File: config.mk
export PLATFORM = sky130hd
export DESIGN_NAME = drfs_top
export DESIGN_NICKNAME = d
export VERILOG_FILES = /design/src/rtl/drfs_pkg.sv /design/src/rtl/drfs_retry_if.sv /design/src/rtl/drfs_retry.sv /design/src/rtl/drfs_top.sv
export SDC_FILE = /design/constraint.sdc
export NUM_CORES = 2
export LEC_CHECK = 0
export BUFFER_PORTS_ARGS = -buffer_cell sky130_fd_sc_hd__buf_2
export CELL_PAD_IN_SITES_DETAIL_PLACEMENT = 1
export CELL_PAD_IN_SITES_GLOBAL_PLACEMENT = 1
export CORE_ASPECT_RATIO = 0.8
export CORE_MARGIN = 2
export CORE_UTILIZATION = 39
export CTS_CLUSTER_DIAMETER = 120
export CTS_CLUSTER_SIZE = 16
export DETAILED_ROUTE_END_ITERATION = 10
export GPL_TIMING_DRIVEN = 0
export HOLD_SLACK_MARGIN = 0.03
export PLACE_DENSITY_LB_ADDON = 0.1
export SYNTH_ARGS = -nofsm -noshare
export SYNTH_HDL_FRONTEND = slang
export SYNTH_SLANG_ARGS = --single-unit
File: constraint.sdc
create_clock -name mclk_in -period 37.8 [get_ports mclk_in]
set_input_delay 5.67 -clock mclk_in [delete_from_list [all_inputs] [get_ports mclk_in]]
set_output_delay 5.67 -clock mclk_in [all_outputs]
set_load 0.02 [all_outputs]
File: src/rtl/drfs_pkg.sv
package drfs_pkg;
  // ==========================================================
  // Widths and codes
  localparam int FREQ_W = 16;
  localparam int OFS_W = FREQ_W + 2;
  localparam int MFI_NUM = 7;
  localparam int MFO_NUM = 3;
  localparam int MFI_FUNC_W = 6;
  localparam int MFO_FUNC_W = 5;
  localparam int RETRY_CNT_W = 4;
  localparam int ERR_CNT_W = 28;
  localparam int RETRY_TMR_W = 38;
  localparam logic [MFO_FUNC_W-1:0] MFO_FREQ_GE = 5'h04;
  localparam logic [MFO_FUNC_W-1:0] MFO_FREQ_LE = 5'h05;
  localparam logic [MFI_FUNC_W-1:0] MFI_OFS_1 = 6'h1e;
  localparam logic [MFI_FUNC_W-1:0] MFI_OFS_2 = 6'h1f;
  localparam logic [MFI_FUNC_W-1:0] MFI_OFS_3 = 6'h21;
  localparam logic TORQ_SRC_TORQUE = 1'b0;
  localparam logic TORQ_SRC_CURRENT = 1'b1;
  // ==========================================================
  // Parameter store
  localparam logic [1:0] PSEL_JUMP_1 = 2'h0;
  localparam logic [1:0] PSEL_JUMP_2 = 2'h1;
  localparam logic [1:0] PSEL_JUMP_3 = 2'h2;
  localparam logic [1:0] PSEL_OFS_MODE = 2'h3;
  localparam logic [FREQ_W-1:0] JUMP_FREQ_RST = 16'h0000;
  localparam logic [FREQ_W-1:0] FREQ_LIMIT_HZ = 16'h9c40;
  localparam logic [FREQ_W-1:0] FREQ_LIMIT_PCT = 16'h2710;
  localparam logic [31:0] PCT_DIVISOR = 32'h0000_2710;
  localparam logic [FREQ_W-1:0] OFS_MODE_DIGIT_BASE = 16'h000a;
  localparam logic [FREQ_W-1:0] OFS_MODE_LIMIT = 16'h001e;
  localparam logic [1:0] OFS_X_JUMP = 2'h0;
  localparam logic [1:0] OFS_X_HZ = 2'h1;
  localparam logic [1:0] OFS_X_PCT = 2'h2;
  localparam logic [1:0] OFS_X_RST = 2'h0;
  localparam logic [3:0] OFS_Y_RST = 4'h0;
  localparam logic [3:0] OFS_Y_NEG3 = 4'h4;
  localparam logic [3:0] OFS_Y_ALLNEG = 4'h8;
  localparam logic [RETRY_CNT_W-1:0] RETRY_LIMIT_MAX = 4'ha;
  // ==========================================================
  // Timing
  localparam longint CLK_HZ = 200_000_000;
  localparam longint ERR_SHOW_MS = 1000;
  localparam longint ERR_CYCLES = ERR_SHOW_MS * CLK_HZ / 1000;
  localparam longint RETRY_CLEAR_MIN = 10;
  localparam longint RETRY_CLEAR_CYCLES = RETRY_CLEAR_MIN * 60 * CLK_HZ;
endpackage : drfs_pkg

File: src/rtl/drfs_retry_if.sv
`timescale 1ns/1ps
interface drfs_retry_if;
  import drfs_pkg::*;
  logic fault_oc;
  logic fault_ov;
  logic fault_other;
  logic fault_rst;
  logic [RETRY_CNT_W-1:0] limit;
  logic [RETRY_CNT_W-1:0] count;
  logic restart;
  logic hold;
  modport ctl (output fault_oc, fault_ov, fault_other, fault_rst, limit,
               input count, restart, hold);
  modport cnt (input fault_oc, fault_ov, fault_other, fault_rst, limit,
               output count, restart, hold);
endinterface : drfs_retry_if

File: src/rtl/drfs_retry.sv
`timescale 1ns/1ps
module drfs_retry
  import drfs_pkg::*;
#(
  parameter longint CLEAR_CYCLES = RETRY_CLEAR_CYCLES
)(
  input wire logic mclk_in,     // Control clock
  input wire logic arst_n_in,   // Async reset, low
  drfs_retry_if.cnt rif         // Fault and retry signals
);
  logic [RETRY_CNT_W-1:0] count_q;
  logic [RETRY_TMR_W-1:0] tmr_q;
  logic seen_q;
  logic restart_q;
  logic hold_q;
  logic retry_evt;
  logic [RETRY_CNT_W-1:0] lim;

  if (CLEAR_CYCLES < 1 || CLEAR_CYCLES >= (64'h1 << RETRY_TMR_W))
    $error("drfs_retry: CLEAR_CYCLES out of range");

  assign retry_evt = rif.fault_oc | rif.fault_ov;
  assign lim = (rif.limit > RETRY_LIMIT_MAX) ? RETRY_LIMIT_MAX : rif.limit;

  // ==========================================================
  // Attempt counter; a new fault wins over a clear
  always_ff @(posedge mclk_in or negedge arst_n_in)
    if (!arst_n_in)
    begin
      count_q <= '0;
      seen_q <= 1'b0;
      restart_q <= 1'b0;
      hold_q <= 1'b0;
    end
    else
    begin
      restart_q <= 1'b0;
      if (retry_evt)
      begin
        seen_q <= 1'b1;
        if (count_q < lim)
        begin
          count_q <= count_q + 1'b1;
          restart_q <= 1'b1;
        end
        else
          hold_q <= 1'b1;
      end
      else if (rif.fault_other)
      begin
        seen_q <= 1'b1;
        hold_q <= 1'b1;
      end
      else if (rif.fault_rst && seen_q)
      begin
        count_q <= '0;
        seen_q <= 1'b0;
        hold_q <= 1'b0;
      end
      else if (tmr_q == RETRY_TMR_W'(1))
        count_q <= '0;
    end

  // ==========================================================
  // Quiet-period timer, armed by each retry
  always_ff @(posedge mclk_in or negedge arst_n_in)
    if (!arst_n_in)
      tmr_q <= '0;
    else if (retry_evt && count_q < lim)
      tmr_q <= RETRY_TMR_W'(CLEAR_CYCLES);
    else if (retry_evt || rif.fault_other)
      tmr_q <= '0;
    else if (tmr_q != '0)
      tmr_q <= tmr_q - 1'b1;

  assign rif.count = count_q;
  assign rif.restart = restart_q;
  assign rif.hold = hold_q;

  restart_cause_a:
    assert property (@(posedge mclk_in) disable iff (!arst_n_in)
      rif.restart |-> $past(rif.fault_oc || rif.fault_ov))
    else $error("retry restart without overcurrent or overvoltage");
  count_bound_a:
    assert property (@(posedge mclk_in) disable iff (!arst_n_in)
      rif.count <= RETRY_LIMIT_MAX)
    else $error("retry count above ten");
  reset_clear_a:
    assert property (@(posedge mclk_in) disable iff (!arst_n_in)
      (rif.fault_rst && seen_q && !retry_evt && !rif.fault_other)
      |=> (rif.count == '0 && !rif.hold))
    else $error("fault reset did not clear retry count");
  sat_hold_a:
    assert property (@(posedge mclk_in) disable iff (!arst_n_in)
      (retry_evt && count_q >= lim) |=> (rif.hold && !rif.restart && $stable(rif.count)))
    else $error("saturated retry count did not hold fault");
endmodule : drfs_retry

File: src/rtl/drfs_top.sv
// Notes on behaviour
// - Vector mode: selector 0 picks torque, 1 picks current for torque detect.
// - V/f mode ignores selector; detection always uses output current.
// - Output code 4 asserts while output frequency >= detection level.
// - Output code 5 asserts while output frequency <= detection level.
// - A jump frequency of zero disables its band.
// - Misordered jump write: error shown one second, jumps restored to initial.
// - No steady running inside enabled bands; ramps pass through them.
// - Retry limit settable zero to ten; each attempt resets fault and restarts.
// - Only overcurrent or overvoltage faults trigger retry.
// - Retry count clears after ten fault-free minutes following a retry.
// - Retry count clears on fault reset after a fault, and at power-up.
// - With offsets enabled, selected offsets add to or subtract from reference.
// - First digit: 0 jumps, 1 offsets in Hz, 2 offsets in percent.
// - Digit 0/1: 0.01 Hz up to 400 Hz; digit 2: 0.01% up to 100%.
// - Second digit 0..3: sign of offsets 1 and 2; offset 3 positive.
// - Constants reset to zero, offset mode to 0: jumps active.
// - Terminal codes 30, 31, 33 activate offset inputs 1 to 3.
// - Final offset sums signed constants of asserted inputs, else zero.
// - Second digit 4..7 makes offset 3 negative; 8 and 9 all negative.
`timescale 1ns/1ps
module drfs_top
  import drfs_pkg::*;
#(
  parameter longint ERR_SHOW_CYCLES = ERR_CYCLES,
  parameter longint RETRY_QUIET_CYCLES = RETRY_CLEAR_CYCLES
)(
  input wire logic mclk_in,                                 // Control clock
  input wire logic arst_n_in,                               // Async reset, low
  input wire logic control_vector_in,                       // 1 vector, 0 V/f
  input wire logic torque_detect_source_sel_in,             // 0 torque, 1 current
  input wire logic [FREQ_W-1:0] output_torque_in,           // Output torque
  input wire logic [FREQ_W-1:0] output_current_in,          // Output current
  output logic [FREQ_W-1:0] torque_detect_qty_out,          // Detection quantity
  output logic torque_detect_by_current_out,                // Current is source
  input wire logic [FREQ_W-1:0] output_freq_in,             // Output freq, 0.01 Hz
  input wire logic [FREQ_W-1:0] freq_detect_level_in,       // Detection level
  input wire logic [MFO_FUNC_W-1:0] mf_output_1_func_in,    // Output 1 function
  input wire logic [MFO_FUNC_W-1:0] mf_output_2_func_in,    // Output 2 function
  input wire logic [MFO_FUNC_W-1:0] mf_output_3_func_in,    // Output 3 function
  output logic [MFO_NUM-1:0] mf_output_out,                 // Frequency detect flags
  input wire logic param_wr_in,                             // Parameter write strobe
  input wire logic [1:0] param_sel_in,                      // Parameter select
  input wire logic [FREQ_W-1:0] param_data_in,              // Parameter value
  output logic param_error_out,                             // Error indication
  output logic [FREQ_W-1:0] jump_offset_freq_1_out,         // Constant 1
  output logic [FREQ_W-1:0] jump_offset_freq_2_out,         // Constant 2
  output logic [FREQ_W-1:0] jump_offset_freq_3_out,         // Constant 3
  input wire logic [FREQ_W-1:0] jump_width_in,              // Band half width
  input wire logic [FREQ_W-1:0] max_output_freq_in,         // Max output freq
  input wire logic [FREQ_W-1:0] freq_ref_in,                // Raw reference
  output logic [FREQ_W-1:0] freq_ref_out,                   // Shaped reference
  output logic signed [OFS_W-1:0] offset_amount_out,        // Final offset
  input wire logic [MFI_NUM*MFI_FUNC_W-1:0] mf_input_func_select_in, // Terminal funcs
  input wire logic [MFI_NUM-1:0] mf_terminal_in,            // Terminal pins
  input wire logic overcurrent_fault_in,                    // Fault pulse
  input wire logic overvoltage_fault_in,                    // Fault pulse
  input wire logic other_fault_in,                          // Fault pulse
  input wire logic fault_reset_in,                          // Fault reset pin
  input wire logic [RETRY_CNT_W-1:0] retry_count_limit_in,  // Retry limit
  output logic retry_restart_out,                           // Restart pulse
  output logic [RETRY_CNT_W-1:0] retry_count_out,           // Attempts made
  output logic fault_hold_out                               // Stopped in fault
);
  if (ERR_SHOW_CYCLES < 1 || ERR_SHOW_CYCLES >= (64'h1 << ERR_CNT_W))
    $error("drfs_top: ERR_SHOW_CYCLES out of range");

  // ==========================================================
  // Pin synchronisers
  logic [MFI_NUM-1:0] term_s1_q;
  logic [MFI_NUM-1:0] term_s2_q;
  logic frst_s1_q;
  logic frst_s2_q;

  always_ff @(posedge mclk_in or negedge arst_n_in)
    if (!arst_n_in)
    begin
      term_s1_q <= '0;
      term_s2_q <= '0;
      frst_s1_q <= 1'b0;
      frst_s2_q <= 1'b0;
    end
    else
    begin
      term_s1_q <= mf_terminal_in;
      term_s2_q <= term_s1_q;
      frst_s1_q <= fault_reset_in;
      frst_s2_q <= frst_s1_q;
    end

  // ==========================================================
  // Torque detection source
  logic use_current;
  assign use_current = !control_vector_in
    || (torque_detect_source_sel_in == TORQ_SRC_CURRENT);

  always_ff @(posedge mclk_in or negedge arst_n_in)
    if (!arst_n_in)
    begin
      torque_detect_qty_out <= '0;
      torque_detect_by_current_out <= 1'b1;
    end
    else
    begin
      torque_detect_qty_out <= use_current ? output_current_in : output_torque_in;
      torque_detect_by_current_out <= use_current;
    end

  // ==========================================================
  // Frequency detection outputs
  logic [MFO_FUNC_W-1:0] mfo_func [MFO_NUM];
  assign mfo_func[0] = mf_output_1_func_in;
  assign mfo_func[1] = mf_output_2_func_in;
  assign mfo_func[2] = mf_output_3_func_in;

  for (genvar i = 0; i < MFO_NUM; i++)
  begin : g_mfo
    always_ff @(posedge mclk_in or negedge arst_n_in)
      if (!arst_n_in)
        mf_output_out[i] <= 1'b0;
      else
        mf_output_out[i] <=
          (mfo_func[i] == MFO_FREQ_GE && output_freq_in >= freq_detect_level_in)
          || (mfo_func[i] == MFO_FREQ_LE && output_freq_in <= freq_detect_level_in);
  end

  // ==========================================================
  // Parameter store
  logic [FREQ_W-1:0] jf_q [3];
  logic [1:0] ofs_x_q;
  logic [3:0] ofs_y_q;
  logic [ERR_CNT_W-1:0] err_cnt_q;
  logic [FREQ_W-1:0] jf_new [3];
  logic [FREQ_W-1:0] freq_limit;
  logic wr_jump;
  logic order_bad;

  assign freq_limit = (ofs_x_q == OFS_X_PCT) ? FREQ_LIMIT_PCT : FREQ_LIMIT_HZ;
  assign wr_jump = param_wr_in && param_sel_in != PSEL_OFS_MODE
    && param_data_in <= freq_limit;

  always_comb
  begin
    for (int k = 0; k < 3; k++)
      jf_new[k] = (wr_jump && param_sel_in == 2'(k)) ? param_data_in : jf_q[k];
    order_bad = !(jf_new[0] >= jf_new[1] && jf_new[1] >= jf_new[2]);
  end

  always_ff @(posedge mclk_in or negedge arst_n_in)
    if (!arst_n_in)
    begin
      for (int k = 0; k < 3; k++)
        jf_q[k] <= JUMP_FREQ_RST;
      ofs_x_q <= OFS_X_RST;
      ofs_y_q <= OFS_Y_RST;
    end
    else if (wr_jump)
    begin
      for (int k = 0; k < 3; k++)
        jf_q[k] <= order_bad ? JUMP_FREQ_RST : jf_new[k];
    end
    else if (param_wr_in && param_sel_in == PSEL_OFS_MODE && param_data_in < OFS_MODE_LIMIT)
    begin
      ofs_x_q <= 2'(param_data_in / OFS_MODE_DIGIT_BASE);
      ofs_y_q <= 4'(param_data_in % OFS_MODE_DIGIT_BASE);
      for (int k = 0; k < 3; k++)
        jf_q[k] <= JUMP_FREQ_RST;
    end

  always_ff @(posedge mclk_in or negedge arst_n_in)
    if (!arst_n_in)
      err_cnt_q <= '0;
    else if (wr_jump && order_bad)
      err_cnt_q <= ERR_CNT_W'(ERR_SHOW_CYCLES);
    else if (err_cnt_q != '0)
      err_cnt_q <= err_cnt_q - 1'b1;

  always_ff @(posedge mclk_in or negedge arst_n_in)
    if (!arst_n_in)
      param_error_out <= 1'b0;
    else
      param_error_out <= (wr_jump && order_bad) || err_cnt_q > ERR_CNT_W'(1);

  assign jump_offset_freq_1_out = jf_q[0];
  assign jump_offset_freq_2_out = jf_q[1];
  assign jump_offset_freq_3_out = jf_q[2];

  // ==========================================================
  // Offset inputs, signs and band limits per constant
  logic [2:0] ofs_in;
  logic [2:0] ofs_neg;
  logic [MFI_FUNC_W-1:0] ofs_code [3];
  logic signed [OFS_W-1:0] ofs_term [3];
  logic [FREQ_W-1:0] band_lo [3];
  logic [FREQ_W:0] band_hi [3];
  logic [2:0] in_band;
  logic [FREQ_W-1:0] ref_clamped;
  logic ofs_en;

  assign ofs_code[0] = MFI_OFS_1;
  assign ofs_code[1] = MFI_OFS_2;
  assign ofs_code[2] = MFI_OFS_3;
  assign ofs_en = (ofs_x_q == OFS_X_HZ) || (ofs_x_q == OFS_X_PCT);
  assign ofs_neg[0] = ofs_y_q[0] || ofs_y_q >= OFS_Y_ALLNEG;
  assign ofs_neg[1] = ofs_y_q[1] || ofs_y_q >= OFS_Y_ALLNEG;
  assign ofs_neg[2] = ofs_y_q >= OFS_Y_NEG3;

  for (genvar k = 0; k < 3; k++)
  begin : g_const
    logic [MFI_NUM-1:0] hit;
    logic [31:0] prod;
    logic [FREQ_W-1:0] mag;
    for (genvar t = 0; t < MFI_NUM; t++)
    begin : g_term
      assign hit[t] = term_s2_q[t]
        && mf_input_func_select_in[t*MFI_FUNC_W +: MFI_FUNC_W] == ofs_code[k];
    end
    assign ofs_in[k] = |hit;
    assign prod = jf_q[k] * max_output_freq_in;
    assign mag = (ofs_x_q == OFS_X_PCT) ? FREQ_W'(prod / PCT_DIVISOR) : jf_q[k];
    assign ofs_term[k] = !ofs_in[k] ? '0
      : ofs_neg[k] ? -$signed({2'b00, mag}) : $signed({2'b00, mag});
    assign band_lo[k] = (jf_q[k] > jump_width_in) ? jf_q[k] - jump_width_in : '0;
    assign band_hi[k] = {1'b0, jf_q[k]} + {1'b0, jump_width_in};
    assign in_band[k] = ofs_x_q == OFS_X_JUMP && jf_q[k] != '0
      && ref_clamped >= band_lo[k] && {1'b0, ref_clamped} <= band_hi[k];
  end

  // ==========================================================
  // Reference shaping
  logic signed [OFS_W-1:0] ofs_sum;
  logic signed [OFS_W:0] ref_sum;
  logic [FREQ_W-1:0] ref_jumped;

  always_comb
  begin
    ofs_sum = ofs_en ? ofs_term[0] + ofs_term[1] + ofs_term[2] : '0;
    ref_sum = $signed({3'b000, freq_ref_in}) + (OFS_W+1)'(ofs_sum);
    if (ref_sum < 0)
      ref_clamped = '0;
    else if (ref_sum > $signed({3'b000, FREQ_LIMIT_HZ}))
      ref_clamped = FREQ_LIMIT_HZ;
    else
      ref_clamped = FREQ_W'(ref_sum);
    ref_jumped = ref_clamped;
    // The ramp outside still sweeps through a band; only the target leaves it
    for (int k = 2; k >= 0; k--)
      if (in_band[k])
        ref_jumped = band_lo[k];
  end

  always_ff @(posedge mclk_in or negedge arst_n_in)
    if (!arst_n_in)
    begin
      freq_ref_out <= '0;
      offset_amount_out <= '0;
    end
    else
    begin
      freq_ref_out <= ref_jumped;
      offset_amount_out <= ofs_sum;
    end

  // ==========================================================
  // Retry counter
  drfs_retry_if rif ();
  assign rif.fault_oc = overcurrent_fault_in;
  assign rif.fault_ov = overvoltage_fault_in;
  assign rif.fault_other = other_fault_in;
  assign rif.fault_rst = frst_s2_q;
  assign rif.limit = retry_count_limit_in;

  drfs_retry #(.CLEAR_CYCLES(RETRY_QUIET_CYCLES)) u_retry (
    .mclk_in(mclk_in),
    .arst_n_in(arst_n_in),
    .rif(rif.cnt)
  );

  assign retry_restart_out = rif.restart;
  assign retry_count_out = rif.count;
  assign fault_hold_out = rif.hold;

  // ==========================================================
  // Checks
  freq_ge_a:
    assert property (@(posedge mclk_in) disable iff (!arst_n_in)
      (mf_output_1_func_in == MFO_FREQ_GE)
      |=> mf_output_out[0] == ($past(output_freq_in) >= $past(freq_detect_level_in)))
    else $error("frequency detect 1 wrong");
  freq_le_a:
    assert property (@(posedge mclk_in) disable iff (!arst_n_in)
      (mf_output_2_func_in == MFO_FREQ_LE)
      |=> mf_output_out[1] == ($past(output_freq_in) <= $past(freq_detect_level_in)))
    else $error("frequency detect 2 wrong");
  vf_current_a:
    assert property (@(posedge mclk_in) disable iff (!arst_n_in)
      !control_vector_in |=> torque_detect_qty_out == $past(output_current_in))
    else $error("V/f mode not using current");
  vec_torque_a:
    assert property (@(posedge mclk_in) disable iff (!arst_n_in)
      (control_vector_in && torque_detect_source_sel_in == TORQ_SRC_TORQUE)
      |=> torque_detect_qty_out == $past(output_torque_in))
    else $error("vector mode not using torque");
  order_err_a:
    assert property (@(posedge mclk_in) disable iff (!arst_n_in)
      (wr_jump && order_bad) |=> param_error_out [*8]
      ##0 (jump_offset_freq_1_out == JUMP_FREQ_RST && jump_offset_freq_3_out == JUMP_FREQ_RST))
    else $error("misordered jump write not flagged");
  no_offset_a:
    assert property (@(posedge mclk_in) disable iff (!arst_n_in)
      (ofs_in == 3'h0 || !ofs_en) |=> offset_amount_out == '0)
    else $error("offset nonzero with none selected");
  zero_band_a:
    assert property (@(posedge mclk_in) disable iff (!arst_n_in)
      (jf_q[0] == '0 && jf_q[1] == '0 && jf_q[2] == '0 && ofs_x_q == OFS_X_JUMP
       && freq_ref_in <= FREQ_LIMIT_HZ) |=> freq_ref_out == $past(freq_ref_in))
    else $error("disabled band altered reference");
endmodule : drfs_top

* After elaboration in Yosys (flattened, before gate mapping)
Index checks and enable logic that the tools add are counted.
** Word-level totals
- Flip-flop bits (word level) :: 198
- Input port bits :: 207
- Output and inout port bits :: 109
- Word-level logic and storage cells :: 229
** Operators by class
- Add/sub/neg operators :: 15
- Multiply operators :: 3
- Div/mod/pow operators :: 5
- Order comparisons :: 22
- Equal/unequal tests :: 37
- Mux-type cells :: 46
- Bitwise logic cells :: 2
- Reductions and logical operators :: 76
** Operator list (count)
- $mux 16 :: 19
- $mux 18 :: 7
- $mux 38 :: 3
- $div 32x14->32 const B :: 3
- $ge 16x16->1 :: 6
- $mul 16x16->32 :: 3
- $mux 48 :: 2
- $eq 6x5->1 const B :: 14
- $mux 28 :: 2
- $neg 16->18 :: 3
- $add 16x16->17 :: 3
- $le 16x17->1 :: 3
- $gt 16x16->1 :: 3
- $reduce_bool 16->1 :: 3
- $sub 16x16->16 :: 3
- $logic_and 1x1->1 :: 47
- $eq 6x6->1 const B :: 7
- $eq 38x1->1 const B :: 1
- $reduce_bool 38->1 :: 1
- $sub 38x1->38 const B :: 1
- $add 18x18->18 :: 2
- $le 16x16->1 :: 2
- $eq 5x3->1 const B :: 6
- $gt 28x1->1 const B :: 1
- other kinds (29) :: 61

* Longest topological paths before layout
- Depth in word-level cells :: 19
- Gate-level depth with buffers :: 160
- Depth with buffers taken out :: 141

* By module
Synthesis repeated with hierarchy kept, for this count alone.
** Second synthesis, totals
- Cell total of the unflattened synthesis :: 9089
- Area total of the unflattened synthesis :: 70914.3 sq um
** By module, submodules not included
- drfs_top :: times used 1, cells an instance 8799, area an instance 68248.0 sq um, sequential area each 3829.9 sq um
- drfs_retry :: times used 1, cells an instance 290, area an instance 2666.3 sq um, sequential area each 1126.1 sq um

* Worst setup path after synthesis
OpenSTA, ideal clock, no wires.
- Kind :: input port to flip-flop
- From :: in max_output_freq_in[2]
- To :: reg freq_ref_out[3]
- Data arrival time :: 35604 ps
- Required time :: 37665 ps
- Setup slack :: 2060 ps
- Cell stages on the path :: 151
- Path through :: clkbuf_1 -> clkbuf_1 -> nand2_1 -> fa_1 -> inv_1 -> fa_1 -> inv_1 -> fa_1 -> inv_1 -> fa_1 -> fa_1 -> inv_1 -> fa_1 -> inv_1 -> ha_1 -> nand4_1 -> nor3_2 -> o211ai_2 -> (+115 left out) -> nor2b_1 -> o21ai_0 -> nand2b_1 -> a21oi_1 -> nor2b_1 -> o21ai_0 -> nand2b_1 -> a21oi_1 -> nor2_1 -> o221ai_1 -> nor2b_1 -> o21ai_0 -> o211ai_1 -> nor3_4 -> buf_2 -> nor2_1 -> a221oi_1 -> o22ai_1
** Between the ends
- Cells in the longest elaborated chain, start to end :: 19
** Ends and longest elaborated chain
- start, declared :: RTL line drfs_top.sv:50 : input wire logic [FREQ_W-1:0] max_output_freq_in,
- $mul 16x16->32 :: RTL line drfs_top.sv:219 : assign prod = jf_q[k] * max_output_freq_in;
- $div 32x14->32 :: RTL line drfs_top.sv:220 : assign mag = (ofs_x_q == OFS_X_PCT) ? FREQ_W'(prod / PCT_DIVISOR) : jf_q[k];
- $mux 16 :: RTL line drfs_top.sv:220
- $neg 16->18 :: RTL line drfs_top.sv:222 : : ofs_neg[k] ? -$signed({2'b00, mag}) : $signed({2'b00, mag});
- $mux 18 :: RTL line drfs_top.sv:222
- $mux 18 :: RTL line drfs_top.sv:221 : assign ofs_term[k] = !ofs_in[k] ? '0
- $add 18x18->18 :: RTL line drfs_top.sv:237 : ofs_sum = ofs_en ? ofs_term[0] + ofs_term[1] + ofs_term[2] : '0;
- $add 18x18->18 (*) :: RTL line drfs_top.sv:237
- (+2 left out)
- $gt 19x17->1 :: RTL line drfs_top.sv:241 : else if (ref_sum > $signed({3'b000, FREQ_LIMIT_HZ}))
- $mux 16 :: RTL line drfs_top.sv:241
- $mux 16 (*) :: RTL line drfs_top.sv:239 : if (ref_sum < 0)
- $ge 16x16->1 :: RTL line drfs_top.sv:226 : && ref_clamped >= band_lo[k] && {1'b0, ref_clamped} <= band_hi[k];
- $logic_and 1x1->1 (2 in series) :: RTL line drfs_top.sv:226
- $mux 16 (2 in series) :: RTL line drfs_top.sv:248 : if (in_band[k])
- $mux 16 (*) :: RTL line drfs_top.sv:248
- net ref_jumped[3] :: RTL line drfs_top.sv:233 : logic [FREQ_W-1:0] ref_jumped;
- end signal, assigned :: RTL line drfs_top.sv:260 : freq_ref_out <= ref_jumped;
- end, declared :: RTL line drfs_top.sv:52 : output logic [FREQ_W-1:0] freq_ref_out,
Mark *: on every way through the listed nets, which the timed path passes. The rest lies on a longest branch.
A chain may end at the register's enable or synchronous reset.

* Worst setup path in the final report
- From :: in max_output_freq_in[5]
- To :: reg freq_ref_out[5]
Same word-level chain as after synthesis.

==> results by group <==
STA
  • Fin crit share: 0.991
  • Final Hold Fails: 0
  • Endpoints failing setup: 0
  • Worst slew margin: -0.0602
  • Maximum clock rate: 26.7 MHz
  • Setup ws final: 0.335 ns
  • Worst Tran Pin Value: 1.58 ns
  • Min cycle time layout: 37.46 ns
  • Max Slew Vio Count: 12
  • Skew final: 0.0362 ns
  • RSZ-0062 raised after global routing: yes

Detailed routing
  • Vias per cell: 6.04
  • 1st-pass router iterations: 5
  • DRT iter0 DRCs: 5142
  • DR DRC count: 0
  • Wire per inst: 24.9 um
  • WL final: 308 mm
  • Vias after detailed routing: 74400
  • Antenna Nets Post-Route: 0

Setup path
  • Worst Path Arrival: 37.85 ns
  • Worst Reg-to-Reg Cells: 156
  • Crit Reg-Reg Startpoint: jump_offset_freq_2_out[1]
  • Worst setup path start: max_output_freq_in[5]
  • CP Capture Type: register
  • R2R setup slack: 3.53 ns
  • WP data required: 38.18 ns
  • Critical-path top delay cell: fa_1
  • CP max FO: 10
  • CP startpoint kind: input port
  • Reg2Reg Capture Point: freq_ref_out[5]
  • CP Class: input port to register
  • CP most frequent cell: buf_4
  • CP max stage delay: 0.57 ns

Floorplanning
  • Die area: 0.185 mm^2
  • Die Ht: 385 um
  • Core Box Area: 0.180 mm^2
  • Rows: 139
  • Die X: 480 um
  • Initial core utilization: 0.393
  • I/O pins: 316

CTS
  • Clk sink count: 198
  • CTS tree: done
  • CTS clk-pin slew, worst paths: 0.10 ns
  • Worst-Skew Late Latency: 0.55 ns
  • CTS buffer count: 17
  • CTS root buffer: clkbuf_16
  • CTS H-tree lvls: 4
  • Post-CTS Hold Buffers: 0
  • CTS max path bufs: 2

Synthesis
  • Post-Syn Nets: 10500
  • YS warnings: 0
  • Cells after Synth: 9112
  • Top FF cell, synth: dfrtp_1
  • Yosys reg bits: 198
  • Count of cell types in the netlist: 168
  • Cell Area, Synth: 0.0707 mm^2
  • Post-synth ARST share: 1.00
  • EDFF count, synth: 0
  • Average cell area after synthesis: 7.76 um^2
  • Sequential area share after synthesis: 0.0701

Status
  • Status: finished with violations
  • Failing checks: capacitance limit, slew limit

Global route
  • Antenna violations before repair: 29
  • Vias in the first global route: 73700
  • Largest net degree at the start of global routing: 105
  • GRT Total Usage: 0.313
  • First-pass GRT wire length: 452 mm
  • Grt total ovfl: 0

Layout
  • Fin nets: 11300
  • Fraction of layout cells with a size suffix above 1: 0.205
  • Final core occ: 0.481
  • Area Growth Syn to Fin: 22.4%
  • Commonest non-fill, non-tap cells in the layout: nand2_1 (924), inv_1 (859), nor2_1 (616)
  • Fillers: 21600
  • Most common cell after layout, fill and taps aside: nand2_1
  • Final cell count without fillers: 12300
  • Post-route cell area: 0.0865 mm^2

Placed design
  • Gpl congestion: 0.956
  • Pre-CTS setup slack: -6.29 ns
  • Dpl cells: 11800
  • Final HPWL DP: 244 mm
  • Dpl cell area: 0.0753 mm^2
  • PortBufs: 297

Hold path
  • WHS Endpoint: term_s2_q[3]
  • Hold Path Cell Cnt: 0
  • Worst Hold Launch: term_s1_q[3]
  • Worst Hold Class: register to register

Flow run
  • Max Cap Violations: 2
==> state kept, by name (all words and copies together), names as in the netlist, 2 cells and up <==
register                count
offset_amount_out          18
u_retry.tmr_q              38
jump_offset_freq_3_out     16
jump_offset_freq_2_out     16
u_retry.rif.count           4
jump_offset_freq_1_out     16
err_cnt_q                  28
torque_detect_qty_out      16
freq_ref_out               16
ofs_x_q                     2
term_s2_q                   7
ofs_y_q                     4
mf_output_out               3
term_s1_q                   7
==> cell usage after synthesis (181+ instances only) <==
| library cell | instances | area [um^2] |
|---|---|---|
| nand2_1 | 943 | 3540 |
| inv_1 | 861 | 3230 |
| nor2_1 | 652 | 2450 |
| fa_1 | 607 | 12200 |
| ha_1 | 603 | 7540 |
| a21oi_1 | 529 | 2650 |
| and2_1 | 509 | 3180 |
| xnor2_1 | 387 | 3390 |
| o21ai_0 | 375 | 1880 |
| clkbuf_1 | 321 | 1200 |
| dfrtp_1 | 197 | 4930 |
| nor3_1 | 181 | 906 |
==> stage by stage <==
stage / TNS (ns) / hold slack, ns
6_report: 0 / 0.352
5_1_grt: -10.61 / 0.364
4_1_cts: 0 / 0.355
3_5_place_dp: -96.17 / 0.336
3_3_place_gp: -84.72 / 0.333
2_1_floorplan: 0 / 0.331
==> logic make-up after synthesis <==
family	after synthesis	share of synthesized area
adder cells (fa/ha/maj)	1246	0.284
multiplexers	180	0.0271
flip-flops	198	0.0701
AND/OR/NAND/NOR	3203	0.227
XOR/XNOR	569	0.0730
buffers and inverters	1316	0.0734
AO/OA/AOI/OAI	2400	0.246
==> worst max-delay path: cells and delay by family <==
kind,cells,cell delay (ns)
AO/OA/AOI/OAI,69,13.79
AND/OR/NAND/NOR,31,5.88
buffers and inverters,36,4.57
multiplexers,5,1.15
XOR/XNOR,6,1.70
adder cells (fa/ha/maj),12,4.98
==> metal layers <==
metal	track usage	vias up	share of wire
li1	-	33700	-
met1	0.447	38100	0.46
met2	0.490	2267	0.44
met3	0.0401	439	0.061
met4	0.0978	0	0.036
met5	0	-	0
==> timing repair <==
action,in CTS,in global routing
cloned,1,10
endpoints found under the setup margin,16,16
buffers inserted,170,310
resized for setup,652,739
pin swaps,119,330
==> how the worst max path moves through the flow <==
stage	to	slack [ns]	depth (start not counted)
floorplan	freq_ref_out[3]	2.06	151
global placement	freq_ref_out[9]	-5.56	142
detailed placement	freq_ref_out[9]	-6.29	137
CTS	freq_ref_out[2]	0.02	159
global route	freq_ref_out[13]	-0.70	165
finish	freq_ref_out[5]	0.34	159
==> cell type report <==
cell class	count	area (um^2)	area share
clock inverter	15	246	0.00285
antenna	18	45.0	0.000521
sequential	198	4960	0.0573
clock buffer	17	425	0.00492
inverter	866	3250	0.0376
timing repair buffer	782	5390	0.0623
buffer	432	2680	0.0309
multi-input combinational	7605	66500	0.769
tap	2397	3000	0.0347
Power is not shown: default switching activity piles up to over one toggle a cycle in this logic, so the estimate is an artifact.
